--- config.mk ---
export PLATFORM = sky130hd
export DESIGN_NAME = fls_erase_prog
export DESIGN_NICKNAME = d
export VERILOG_FILES = /design/src/fls_erase_prog.v
export VERILOG_INCLUDE_DIRS = /design/src
export SDC_FILE = /design/constraint.sdc
export NUM_CORES = 2
export LEC_CHECK = 0
export BUFFER_PORTS_ARGS = -buffer_cell sky130_fd_sc_hd__buf_2
export CAP_MARGIN = 20
export CORE_UTILIZATION = 25
export DETAILED_ROUTE_END_ITERATION = 8
export HOLD_SLACK_MARGIN = 0.08
export SLEW_MARGIN = 30
export SYNTH_ARGS = -nofsm -noshare
export SYNTH_HDL_FRONTEND = slang
export SYNTH_SLANG_ARGS = --single-unit
--- constraint.sdc ---
create_clock -name mclk -period 6.8 [get_ports mclk]
set_input_delay 0.68 -clock mclk [delete_from_list [all_inputs] [get_ports mclk]]
set_output_delay 0.68 -clock mclk [all_outputs]
set_load 0.03 [all_outputs]
--- src/fls_consts.vh ---
// Shared constants for the flash erase, program and sleep command block.
`ifndef FLS_CONSTS_VH
`define FLS_CONSTS_VH

// Core clock rate in MHz; the cycle counts below are derived from it.
`define FLS_CLK_MHZ 125

// Self-timed operation times in microseconds.
`define FLS_BLOCK_ERASE_TIME_US 1000
`define FLS_ARRAY_ERASE_TIME_US 100000
`define FLS_PAGE_WRITE_TIME_US 1000
`define FLS_SLEEP_ENTRY_DELAY_US 10

// Cycle counts derived from the times above.
`define FLS_BLOCK_ERASE_CYC (`FLS_BLOCK_ERASE_TIME_US * `FLS_CLK_MHZ)
`define FLS_ARRAY_ERASE_CYC (`FLS_ARRAY_ERASE_TIME_US * `FLS_CLK_MHZ)
`define FLS_PAGE_WRITE_CYC (`FLS_PAGE_WRITE_TIME_US * `FLS_CLK_MHZ)
`define FLS_SLEEP_ENTRY_CYC (`FLS_SLEEP_ENTRY_DELAY_US * `FLS_CLK_MHZ)

// Command opcodes.
`define FLS_OP_WRITE_UNLOCK 8'h06
`define FLS_OP_FOUR_BYTE_ENTRY 8'hB7
`define FLS_OP_FOUR_BYTE_EXIT 8'hE9
`define FLS_OP_ERASE_64K 8'hD8
`define FLS_OP_CHIP_ERASE 8'h60
`define FLS_OP_PAGE_WRITE 8'h02
`define FLS_OP_QUAD_PAGE_WRITE 8'h38
`define FLS_OP_DEEP_SLEEP 8'hB9
`define FLS_OP_SLEEP_RELEASE 8'hAB

// Field positions: 64 KB block index starts at this address bit.
`define FLS_BLK_LSB 16
// Bytes in one program page.
`define FLS_PAGE_BYTES 256

`endif

--- src/fls_erase_prog.v ---
// Command sequencer for 64 KB erase, chip erase, page program and sleep.
`timescale 1ns/10ps
`default_nettype none
`include "fls_consts.vh"

// Operation
// - Block erase sets addressed 64KB block.
// - Block erase needs select rise after address.
// - Three address bytes, or four, or extension.
// - Opcode on one line or four lines.
// - Select rise starts timed op, flags.
// - Protected blocks are never erased.
// - Chip erase is opcode only, boundary checked.
// - Block-protect mode: chip erase needs level zero.
// - Sector mode: chip erase skips protected blocks.
// - Page program takes one to 256 bytes.
// - Over 256 bytes keeps the last 256.
// - Data wraps within the addressed page.
// - Program rejected unless select rises on byte.
// - Protected pages are never programmed.
// - Quad program needs quad enable and one-line mode; data on four lines.
// - Sleep accepted only after exactly eight bits.
// - After entry delay, only release is obeyed.
// - Release or reset leaves deep sleep.
// - Erase fail flag: set on fail, clear success.
// - Program fail flag: set on fail, clear success.
module fls_erase_prog #(
  parameter ADDR_W = 26,
  parameter [31:0] BLOCK_ERASE_CYC = `FLS_BLOCK_ERASE_CYC,
  parameter [31:0] ARRAY_ERASE_CYC = `FLS_ARRAY_ERASE_CYC,
  parameter [31:0] PAGE_WRITE_CYC = `FLS_PAGE_WRITE_CYC,
  parameter [31:0] SLEEP_ENTRY_CYC = `FLS_SLEEP_ENTRY_CYC
) (
  // Clock and reset
  input wire mclk,
  input wire rst,
  // Serial link pins from the host
  input wire cs_n,
  input wire sclk,
  input wire [3:0] quad_io_lines,
  // Configuration and protection settings, and the array result
  input wire quad_command_mode,
  input wire quad_enable_bit,
  input wire extended_addr_bit,
  input wire protect_scheme_select,
  input wire [3:0] block_protect_level,
  input wire sector_protect_bits,
  input wire array_fail,
  // Status
  output reg op_in_progress_flag_q,
  output reg write_unlock_latch_q,
  output reg erase_fail_flag_q,
  output reg prog_fail_flag_q,
  output reg four_byte_mode_q,
  output reg deep_sleep_q,
  // Array strobes
  output reg arr_erase_q,
  output reg arr_wr_q,
  output reg [ADDR_W-1:0] arr_addr_q,
  output reg [7:0] arr_data_q
);

  localparam BLK_W = ADDR_W - `FLS_BLK_LSB;

  // Link phases, one-hot.
  localparam [5:0] L_IDLE = 6'h01;
  localparam [5:0] L_OP = 6'h02;
  localparam [5:0] L_ADDR = 6'h04;
  localparam [5:0] L_NOARG = 6'h08;
  localparam [5:0] L_DATA = 6'h10;
  localparam [5:0] L_SKIP = 6'h20;

  // Operation states, one-hot.
  localparam [6:0] O_IDLE = 7'h01;
  localparam [6:0] O_CHECK = 7'h02;
  localparam [6:0] O_ERASE = 7'h04;
  localparam [6:0] O_PROG = 7'h08;
  localparam [6:0] O_WAIT = 7'h10;
  localparam [6:0] O_DPWAIT = 7'h20;
  localparam [6:0] O_SLEEP = 7'h40;

  // Block-protect level n guards the top 2^(n-1) blocks; zero guards none.
  function bp_prot;
    input [BLK_W-1:0] blk;
    input [3:0] lvl;
    begin
      if (lvl == 4'h0) begin
        bp_prot = 1'b0;
      end else begin
        bp_prot = ({{(32-BLK_W){1'b0}}, ~blk} < (32'h1 << (lvl - 4'h1)));
      end
    end
  endfunction

  // Pin synchronisers; only stage two and later feed logic.
  reg cs_s1, cs_s2, cs_s3;
  reg sck_s1, sck_s2, sck_s3;
  reg [3:0] sio_s1, sio_s2;

  // Link state.
  reg [5:0] lst_q; // Current framing phase.
  reg [7:0] sh_q; // Incoming shift register.
  reg [2:0] nbit_q; // Bits already held in the current byte.
  reg [7:0] cmd_q; // Latched opcode.
  reg [31:0] addr_q; // Collected address bytes.
  reg [1:0] abyte_q; // Address bytes received.
  reg [7:0] pcnt_q; // Data bytes received, modulo page size.
  reg data_seen_q; // At least one whole data byte arrived.
  reg [`FLS_PAGE_BYTES-1:0] pvalid_q; // Page slots holding new data.
  reg acc_q; // One-cycle pulse: command framed correctly.
  reg [7:0] pbuf [0:`FLS_PAGE_BYTES-1]; // Page staging buffer.

  // Operation state.
  reg [6:0] ost_q;
  reg [31:0] tmr_q; // Self-timed countdown.
  reg kind_erase_q; // The running operation is an erase.
  reg skip_q; // A protected block was skipped during chip erase.
  reg ph_q; // Chip erase walk: address phase versus decide phase.
  reg [BLK_W-1:0] blk_q; // Chip erase walk block index.
  reg [7:0] pidx_q; // Program walk slot index.

  // Link decode.
  wire cs_low = ~cs_s2;
  wire cs_rise = cs_s2 & ~cs_s3;
  wire cs_fall = ~cs_s2 & cs_s3;
  wire sck_rise = sck_s2 & ~sck_s3;
  wire is_quad_pp = (cmd_q == `FLS_OP_QUAD_PAGE_WRITE);
  // Quad mode moves everything on four lines; quad program only
  // widens after its opcode, which stays on one line.
  wire wide = quad_command_mode | (is_quad_pp & (lst_q != L_OP));
  wire [7:0] sh_d = wide ? {sh_q[3:0], sio_s2} : {sh_q[6:0], sio_s2[0]};
  wire [3:0] nsum = {1'b0, nbit_q} + (wide ? 4'h4 : 4'h1);
  wire byte_done = nsum[3];
  wire [1:0] alast = four_byte_mode_q ? 2'h3 : 2'h2;
  wire busy = (ost_q != O_IDLE);
  // Slot that the next data byte lands in; wrapping keeps the last page.
  wire [7:0] widx = addr_q[7:0] + pcnt_q;
  wire pb_wr = cs_low & sck_rise & byte_done & (lst_q == L_DATA) & ~busy;
  // Only a rise on a byte boundary, with nothing extra, frames a command.
  wire frame_ok = (nbit_q == 3'h0) & ((lst_q == L_NOARG) |
    ((lst_q == L_DATA) & data_seen_q));
  // Full target address: four bytes, or three plus the extension bit.
  wire [31:0] full_addr = four_byte_mode_q ? addr_q :
    {7'h00, extended_addr_bit, addr_q[23:0]};
  // Protection of the block that the array address points at.
  wire prot_hit = protect_scheme_select ? sector_protect_bits :
    bp_prot(arr_addr_q[ADDR_W-1:`FLS_BLK_LSB], block_protect_level);

  // Two-flop synchronisers plus a third stage for edge detection.
  always @(posedge mclk) begin
    if (rst) begin
      cs_s1 <= 1'b1;
      cs_s2 <= 1'b1;
      cs_s3 <= 1'b1;
      sck_s1 <= 1'b0;
      sck_s2 <= 1'b0;
      sck_s3 <= 1'b0;
      sio_s1 <= 4'h0;
      sio_s2 <= 4'h0;
    end else begin
      cs_s1 <= cs_n;
      cs_s2 <= cs_s1;
      cs_s3 <= cs_s2;
      sck_s1 <= sclk;
      sck_s2 <= sck_s1;
      sck_s3 <= sck_s2;
      sio_s1 <= quad_io_lines;
      sio_s2 <= sio_s1;
    end
  end

  // Page buffer write port; no reset, validity is tracked separately.
  // Writes are held off while busy so a running program reads stable data.
  always @(posedge mclk) begin
    if (pb_wr) begin
      pbuf[widx] <= sh_d;
    end
  end

  // Link framing: opcode, address, data, and the boundary check on rise.
  always @(posedge mclk) begin
    if (rst) begin
      lst_q <= L_IDLE;
      sh_q <= 8'h00;
      nbit_q <= 3'h0;
      cmd_q <= 8'h00;
      addr_q <= 32'h0;
      abyte_q <= 2'h0;
      pcnt_q <= 8'h00;
      data_seen_q <= 1'b0;
      pvalid_q <= {`FLS_PAGE_BYTES{1'b0}};
      acc_q <= 1'b0;
    end else begin
      acc_q <= 1'b0;
      if (cs_rise) begin
        // A rise anywhere but the expected boundary drops the command.
        acc_q <= frame_ok & (lst_q != L_IDLE);
        lst_q <= L_IDLE;
      end else if (cs_fall) begin
        lst_q <= L_OP;
        nbit_q <= 3'h0;
        addr_q <= 32'h0;
        abyte_q <= 2'h0;
        pcnt_q <= 8'h00;
        data_seen_q <= 1'b0;
      end else if (cs_low & sck_rise) begin
        sh_q <= sh_d;
        nbit_q <= nsum[2:0];
        case (lst_q)
          L_OP: begin
            if (byte_done) begin
              cmd_q <= sh_d;
              if ((sh_d == `FLS_OP_ERASE_64K) ||
                  (sh_d == `FLS_OP_PAGE_WRITE) ||
                  (sh_d == `FLS_OP_QUAD_PAGE_WRITE)) begin
                lst_q <= L_ADDR;
              end else begin
                lst_q <= L_NOARG;
              end
            end
          end
          L_ADDR: begin
            if (byte_done) begin
              addr_q <= {addr_q[23:0], sh_d};
              abyte_q <= abyte_q + 2'h1;
              if (abyte_q == alast) begin
                if (cmd_q == `FLS_OP_ERASE_64K) begin
                  lst_q <= L_NOARG;
                end else begin
                  lst_q <= L_DATA;
                  if (~busy) begin
                    pvalid_q <= {`FLS_PAGE_BYTES{1'b0}};
                  end
                end
              end
            end
          end
          L_DATA: begin
            if (byte_done) begin
              pcnt_q <= pcnt_q + 8'h01;
              data_seen_q <= 1'b1;
              if (~busy) begin
                pvalid_q[widx] <= 1'b1;
              end
            end
          end
          L_NOARG: begin
            // Any clock past the last expected bit spoils the frame.
            lst_q <= L_SKIP;
          end
          default: begin
            lst_q <= lst_q;
          end
        endcase
      end
    end
  end

  // Operation engine: accepts framed commands and runs timed work.
  always @(posedge mclk) begin
    if (rst) begin
      ost_q <= O_IDLE;
      tmr_q <= 32'h0;
      kind_erase_q <= 1'b0;
      skip_q <= 1'b0;
      ph_q <= 1'b0;
      blk_q <= {BLK_W{1'b0}};
      pidx_q <= 8'h00;
      write_unlock_latch_q <= 1'b0;
      erase_fail_flag_q <= 1'b0;
      prog_fail_flag_q <= 1'b0;
      four_byte_mode_q <= 1'b0;
      arr_erase_q <= 1'b0;
      arr_wr_q <= 1'b0;
      arr_addr_q <= {ADDR_W{1'b0}};
      arr_data_q <= 8'h00;
    end else begin
      arr_erase_q <= 1'b0;
      arr_wr_q <= 1'b0;
      case (ost_q)
        O_IDLE: begin
          // New commands are only taken here (release alone in O_SLEEP), never while busy.
          if (acc_q) begin
            case (cmd_q)
              `FLS_OP_WRITE_UNLOCK: begin
                write_unlock_latch_q <= 1'b1;
              end
              `FLS_OP_FOUR_BYTE_ENTRY: begin
                four_byte_mode_q <= 1'b1;
              end
              `FLS_OP_FOUR_BYTE_EXIT: begin
                four_byte_mode_q <= 1'b0;
              end
              `FLS_OP_DEEP_SLEEP: begin
                ost_q <= O_DPWAIT;
                tmr_q <= SLEEP_ENTRY_CYC;
              end
              `FLS_OP_ERASE_64K: begin
                if (write_unlock_latch_q) begin
                  kind_erase_q <= 1'b1;
                  arr_addr_q <= full_addr[ADDR_W-1:0];
                  ost_q <= O_CHECK;
                end
              end
              `FLS_OP_CHIP_ERASE: begin
                // Block-protect mode with any level set: ignored outright.
                if (write_unlock_latch_q & (protect_scheme_select |
                    (block_protect_level == 4'h0))) begin
                  kind_erase_q <= 1'b1;
                  skip_q <= 1'b0;
                  ph_q <= 1'b0;
                  blk_q <= {BLK_W{1'b0}};
                  ost_q <= O_ERASE;
                end
              end
              `FLS_OP_PAGE_WRITE, `FLS_OP_QUAD_PAGE_WRITE: begin
                // Quad program needs quad enable and the one-line mode.
                if (write_unlock_latch_q & (~is_quad_pp |
                    (quad_enable_bit & ~quad_command_mode))) begin
                  kind_erase_q <= 1'b0;
                  arr_addr_q <= full_addr[ADDR_W-1:0];
                  ost_q <= O_CHECK;
                end
              end
              default: begin
                ost_q <= O_IDLE;
              end
            endcase
          end
        end
        O_CHECK: begin
          // Protected target: record the failure and drop the latch.
          if (prot_hit) begin
            if (kind_erase_q) begin
              erase_fail_flag_q <= 1'b1;
            end else begin
              prog_fail_flag_q <= 1'b1;
            end
            write_unlock_latch_q <= 1'b0;
            ost_q <= O_IDLE;
          end else if (kind_erase_q) begin
            arr_erase_q <= 1'b1;
            skip_q <= 1'b0;
            tmr_q <= BLOCK_ERASE_CYC;
            ost_q <= O_WAIT;
          end else begin
            pidx_q <= 8'h00;
            ost_q <= O_PROG;
          end
        end
        O_ERASE: begin
          // Two cycles per block: present address, then read protection.
          if (~ph_q) begin
            arr_addr_q <= {blk_q, {`FLS_BLK_LSB{1'b0}}};
            ph_q <= 1'b1;
          end else begin
            ph_q <= 1'b0;
            if (prot_hit) begin
              skip_q <= 1'b1;
            end else begin
              arr_erase_q <= 1'b1;
            end
            blk_q <= blk_q + {{(BLK_W-1){1'b0}}, 1'b1};
            if (blk_q == {BLK_W{1'b1}}) begin
              tmr_q <= ARRAY_ERASE_CYC;
              ost_q <= O_WAIT;
            end
          end
        end
        O_PROG: begin
          // Walk every slot; only slots written this command are sent.
          arr_wr_q <= pvalid_q[pidx_q];
          arr_addr_q <= {arr_addr_q[ADDR_W-1:8], pidx_q};
          arr_data_q <= pbuf[pidx_q];
          pidx_q <= pidx_q + 8'h01;
          if (pidx_q == 8'hFF) begin
            tmr_q <= PAGE_WRITE_CYC;
            ost_q <= O_WAIT;
          end
        end
        O_WAIT: begin
          tmr_q <= tmr_q - 32'h1;
          if (tmr_q <= 32'h1) begin
            // Completion clears busy and the latch and reports the result.
            write_unlock_latch_q <= 1'b0;
            if (kind_erase_q) begin
              erase_fail_flag_q <= skip_q | array_fail;
            end else begin
              prog_fail_flag_q <= array_fail;
            end
            ost_q <= O_IDLE;
          end
        end
        O_DPWAIT: begin
          tmr_q <= tmr_q - 32'h1;
          if (tmr_q <= 32'h1) begin
            ost_q <= O_SLEEP;
          end
        end
        O_SLEEP: begin
          // Asleep: everything but the release command is ignored.
          if (acc_q & (cmd_q == `FLS_OP_SLEEP_RELEASE)) begin
            ost_q <= O_IDLE;
          end
        end
        default: begin
          ost_q <= O_IDLE;
        end
      endcase
    end
  end

  // Busy and deep-sleep outputs follow the engine state one cycle later.
  always @(posedge mclk) begin
    if (rst) begin
      op_in_progress_flag_q <= 1'b0;
      deep_sleep_q <= 1'b0;
    end else begin
      op_in_progress_flag_q <= (ost_q == O_CHECK) | (ost_q == O_ERASE) |
        (ost_q == O_PROG) | (ost_q == O_WAIT);
      deep_sleep_q <= (ost_q == O_SLEEP);
    end
  end

endmodule
`default_nettype wire

# Yosys cells after proc, flatten, opt, wreduce, memory -nomap -nowiden
# Memory sizes are Yosys's and may differ from the RTL's. A register that Yosys moved wholly into a read port is not among the register bits.
# Index checks and enable logic that the tools add are counted.
[op_classes] addsub=8 n_lt_le_gt_ge=5 eq_ne=66 shifts=1 mux=116 n_bitwise=34 reduce_logical=49
[ops] op="two-way mux 256 bit" count=6
[ops] op="one-hot mux 256 bit (2 select lines)" count=1
[ops] op="OR 256 bit" count=1
[ops] op="two-way mux 26 bit" count=9
[ops] op="two-way mux 32 bit" count=7
[ops] op="one-hot mux 32 bit (5 select lines)" count=1
[ops] op="one-hot mux 26 bit (3 select lines)" count=1
[ops] op="two-way mux 7 bit" count=10
[ops] op="== test 8 bit, second input constant" count=7
[ops] op="two-way mux 8 bit" count=7
[ops] op="inequality test 2 bit, second input constant" count=27
[ops] op="one-hot mux 26 bit (2 select lines)" count=1
[ops] op="one-hot mux 7 bit (7 select lines)" count=1
[ops] op="two-way mux 10 bit" count=4
[ops] op="two-way mux 1 bit" count=38
[ops] op="one-hot mux 7 bit (5 select lines)" count=1
[ops] op="AND reduction 5 bit" count=7
[ops] op="<= comparator 32 x 1 -> 1 bit, second input constant" count=1
[ops] op="< comparator 10 x 32 -> 1 bit" count=1
[ops] op="left shift 1 x 4 -> 32 bit, first input constant" count=1
[ops] op="subtractor 32 x 1 -> 32 bit, second input constant" count=1
[ops] op="one-hot mux 10 bit (2 select lines)" count=1
[ops] op="< comparator 8 x 9 -> 1 bit, second input constant" count=2
[ops] op="two-way mux 6 bit" count=3
[ops] op="62 further kinds" count=140
[word_totals] reg_bits=426 mem_bits_rw=2048 input_bits=18 out_inout_bits=42 wordCells=316 memories=1
[memory_table] memory="pbuf" words=256 width=8 read_ports=1 rd_ports_with_merged_regs=1 write_ports=1 line_no="fls_erase_prog.v:111" rtl="reg [7:0] pbuf [0:`FLS_PAGE_BYTES-1];"

# Logic depth before layout (Yosys ltp)
[logic_depth] depth_word=12 ltp_mapped=15 mapped_depth_nobuf=13

# Worst setup path after synthesis
# OpenSTA, ideal clock, no wires.
[synth_timing] path_type="flip-flop to flip-flop" from="register cmd_q[5]" to="memory pbuf[0][3] (data pin)" setup_ns=0.773 arrival_ns=4.212 t_required_ns=6.027 setup_slack_ns=1.815 stages_incl_launch_ff=7 path_buffers=1 path_cell_list="dfxtp_1 > nor4b_1 > and4_1 > a21oi_1 > buf_1 > mux2i_1 > inv_1"
[synth_between] elab_chain_cells=4
[synth_lines] item="from (decl)" line_no="fls_erase_prog.v:104" rtl="reg [7:0] cmd_q;"
[synth_lines] item="from (signal assigned)" line_no="fls_erase_prog.v:186" rtl="cmd_q <= 8'h00;"
[synth_lines] item="from (signal assigned)" line_no="fls_erase_prog.v:212" rtl="cmd_q <= sh_d;"
[synth_lines] item="== test 8 x 6 -> 1 bit"
[synth_lines] item="AND 1 bit" line_no="fls_erase_prog.v:130" rtl="wire wide = quad_command_mode | (is_quad_pp & (lst_q != L_OP));"
[synth_lines] item="OR 1 bit" line_no="fls_erase_prog.v:130"
[synth_lines] item="two-way mux 8 bit" line_no="fls_erase_prog.v:131" rtl="wire [7:0] sh_d = wide ? {sh_q[3:0], sio_s2} : {sh_q[6:0], sio_s2[0]};"
[synth_lines] item="named net sh_d[3]" line_no="fls_erase_prog.v:131"
[synth_lines] item="to (decl)" line_no="fls_erase_prog.v:111"
# The timed path passes the listed nets, and every way through them passes these cells.

# Worst setup path in the final report
[layout_timing] from="register lst_q[0]" to="memory pbuf[236][4], enable pin"
[layout_between] elab_chain_cells=10 elab_cells_between_ends=11 classes_between="add/sub: 1; eq/ne: 2; mux: 3; bitwise: 5"
[layout_lines] item="from (decl)" line_no="fls_erase_prog.v:101" rtl="reg [5:0] lst_q;"
[layout_lines] item="from (signal assigned)" line_no="fls_erase_prog.v:252" rtl="lst_q <= lst_q;"
[layout_lines] item="inequality test 6 x 2 -> 1 bit" line_no="fls_erase_prog.v:130"
[layout_lines] item="AND 1 bit" line_no="fls_erase_prog.v:130"
[layout_lines] item="OR 1 bit" line_no="fls_erase_prog.v:130"
[layout_lines] item="two-way mux 3 bit" line_no="fls_erase_prog.v:132" rtl="wire [3:0] nsum = {1'b0, nbit_q} + (wide ? 4'h4 : 4'h1);"
[layout_lines] item="adder 3 x 3 -> 4 bit" line_no="fls_erase_prog.v:132"
[layout_lines] item="AND 1 bit" line_no="fls_erase_prog.v:138" rtl="wire pb_wr = cs_low & sck_rise & byte_done & (lst_q == L_DATA) & ~busy;"
[layout_lines] item="AND 1 bit * (2 in series)" line_no="fls_erase_prog.v:138"
[layout_lines] item="two-way mux 1 bit *" line_no="fls_erase_prog.v:175" rtl="if (pb_wr) begin"
[layout_lines] item="two-way mux 1 bit (implied by the code) *" line_no="fls_erase_prog.v:176" rtl="pbuf[widx] <= sh_d;"
# Mark *: on every way between the ends. The rest lies on a longest branch, timed or not.

==> metrics.yaml <==
path_class: "reg2reg"
gp_congestion: 0.834
synthesis.instances: 5829
clkTransAtPathRegs_ps: 60
crit_slowest_cell: "nor3_1"
reg2reg_slack_ps: 760
worst_pin_slew_ps: 1130
synth-edff-count: 2048
vias: 56300
cts.root.buffer_cell: "clkbuf_16"
postCtsSetupBuffers: 0
rows: 230
grt_max_degree: 177
finalSetupViolations: 0
io-pin-count: 60
grtUsageMet3_pct: 2.71
cts_hold_buf: 7
cp-start-kind: "flip-flop"
synth_top_flop_cell: "edfxtp_1"
grt_pass1_vias: 56000
drc: 0
ir_drop_v: 0.000284
cp_max_fo: 11
slew_violations: 0
grt_pass1_wl_um: 401000
synth_seq_area_share_pct: 71.1
max_freq_mhz: 166
crit_buf_inv: 2
io_buffers: 59
drive_above_1_share_pct: 20.8
grt_setup_unrepaired: "false"
cts_resized: 0
cts_buffers: 277
powerDensity_mw_per_mm2: 269
utilization_pct: 29.2
ys_async_sr_fraction_pct: 0
cts_tree: "yes"
end_kind: "flip-flop"
dpl.hpwl_um: 167000
start_util_pct: 25.1
htree_levels: 5
fp.dieArea_mm2: 0.398
status: "completed"
grt_usage_pct: 13.6
final_nets: 6028
firstDrtPassIters: 8
crit_arrival_ps: 6550
fin_setup_tns_ps: 0
power_leakage_nw: 36.1
critPathMaxStageDelay_ps: 1000
syn-cell-area_mm2: 0.0988
path_delay_family: "simple AND/OR/NAND/NOR gates"
post-route-min-period_ps: 6040
area_delta_synth_final_pct: 16.1
grt_overflow: 0
vias_per_cell: 4.94
period_share_pct: 88.8
wl_per_cell_um: 24.4
yosys_warnings: 0
maxSlewHeadroom_pct: 24.3
finalWirelength_um: 278000
die_w_um: 631
clock-sinks: 2482
path_cells: "nor3_1 > nand3_1 > a21oi_4 > inv_1 > ha_1 > a31oi_1 > nor2_1 > nand3_1 > nor3_1 > nand2_1 > buf_4 > nor2_1"
synth.most_common_cell: "edfxtp_1"
n_fill_cell: 38400
hp-class: "in2reg"
finalHoldViolCount: 0
antenna_found_initial: 9
synth_top_area_share_pct: 62.3
synth_fp_nets: 5874
grt_busiest_layer: "met2"
grt_use_met2_pct: 21.8
fp.coreArea_mm2: 0.393
finClkSkew_ps: 65.5
synth_area_leaders: "edfxtp_1, mux4_2, dfxtp_1, mux2i_1, nor2_1"
clockBufferDepth: 4
ant_nets: 0
drv_cap: 0
clk-insertion-delay-late_ps: 930
synth_cell_types: 79
drt_iter0_drc: 6817
ys_top_cells_by_count: "edfxtp_1, mux4_2, nor2_1"
synth_top_cell_by_area: "edfxtp_1"
die_h_um: 631
met1_usage_pct: 18.2
syn_area_per_cell_um2: 16.9
ys_ff_latch: 2482
critPathRequiredTime_ps: 7320
## logic make-up after synthesis
group                    count (synthesis)  synth area share, %
AND/OR/NAND/NOR                       1240                 5.75
XOR/XNOR                                26                0.231
AO/OA/AOI/OAI                          842                 5.79
adder cells (fa/ha/maj)                 27                0.350
flip-flops                            2482                 71.1
multiplexers                           799                 15.0
buffers and inverters                  413                 1.79
## metal layers
layer | part of all wire, % | wire length, µm
met1 | 41 | 114000
met2 | 47 | 130000
met3 | 8.5 | 23600
met4 | 3.6 | 10100
met5 | 0.0047 | 13
## layout make-up
type                       count  area [µm²]  area share (%)
sequential                  2482       70200            61.2
multi-input combinational   2934       27100            23.6
antenna                        3        7.51         0.00655
timing repair buffer         260        2150            1.87
clock inverter               126        1140           0.997
clock buffer                 346        7420            6.47
inverter                      28         115           0.100
tap                         5220        6530            5.70
## per-stage QoR
| stage | worst slack, ps | power [mW] | std cells | cell area (µm²) | hold slack [ps] |
|---|---|---|---|---|---|
| after floorplan | 1810 | 16.8 | 5829 | 98800 | 389 |
| after global placement | 538 | 16.8 | 10900 | 106000 | 424 |
| after detailed placement | 565 | 16.8 | 10900 | 106000 | 419 |
| after CTS | 567 | 31.0 | 11400 | 115000 | 204 |
| after global routing | 625 | 31.6 | 11400 | 115000 | 284 |
| final | 762 | 30.8 | 11400 | 115000 | 251 |
## where the power goes
group / internal (mW) / total, mW / switching, mW
clock: 8.47 / 14.3 / 5.85
sequential: 16.3 / 16.3 / 0.00991
combinational: 0.0323 / 0.203 / 0.171
total: 24.8 / 30.8 / 6.03
## cell usage in the layout, fill, tap and decap left out, types with 20 or more instances in the layout
cell type,instances
mux2_2,35
buf_12,24
clkbuf_1,54
buf_4,169
inv_1,26
o211ai_1,23
a22o_1,138
a21oi_1,154
nand2_1,322
mux4_2,542
bufinv_16,20
nor2b_1,38
a22oi_1,60
nor3b_1,30
clkinv_1,48
mux2i_1,215
nand3_1,60
a221oi_1,20
nor2_1,465
ha_1,26
and3_1,20
o21ai_0,210
or2_2,22
buf_2,58
nand2b_1,26
dfxtp_1,426
a211oi_1,46
clkbuf_16,285
clkinv_2,39
o221ai_1,29
nor3_1,135
edfxtp_1,2048
o22ai_1,34
## worst paths after layout
| kind | from | cells past startpoint | to |
|---|---|---|---|
| setup / recovery | lst_q[0] | 12 | pbuf[236][4] |
| hold / removal | extended_addr_bit | 4 | arr_addr_q[24] |
| setup reg to reg | lst_q[0] | 12 | pbuf[236][4] |
| hold reg to reg | cs_s1 | 1 | cs_s2 |
## state kept, by name, summed over array words and instances, names as in the netlist, 2 cells and up
name	cells
lst_q	6
arr_data_q	8
tmr_q	32
sh_q	7
addr_q	26
nbit_q	3
sio_s1	4
pbuf	2048
sio_s2	4
pidx_q	8
cmd_q	8
ost_q	7
arr_addr_q	26
blk_q	10
pcnt_q	8
abyte_q	2
pvalid_q	256
## worst register-to-register path, stage by stage, from the launching register on
cell and delay (ps):
dfxtp_1 340, nor3_1 300, nand3_1 260, a21oi_4 520
inv_1 140, ha_1 360, a31oi_1 160, nor2_1 220
nand3_1 540, nor3_1 1020, nand2_1 730, buf_4 460
nor2_1 610
Note: power is estimated with default switching activity, not from simulation.
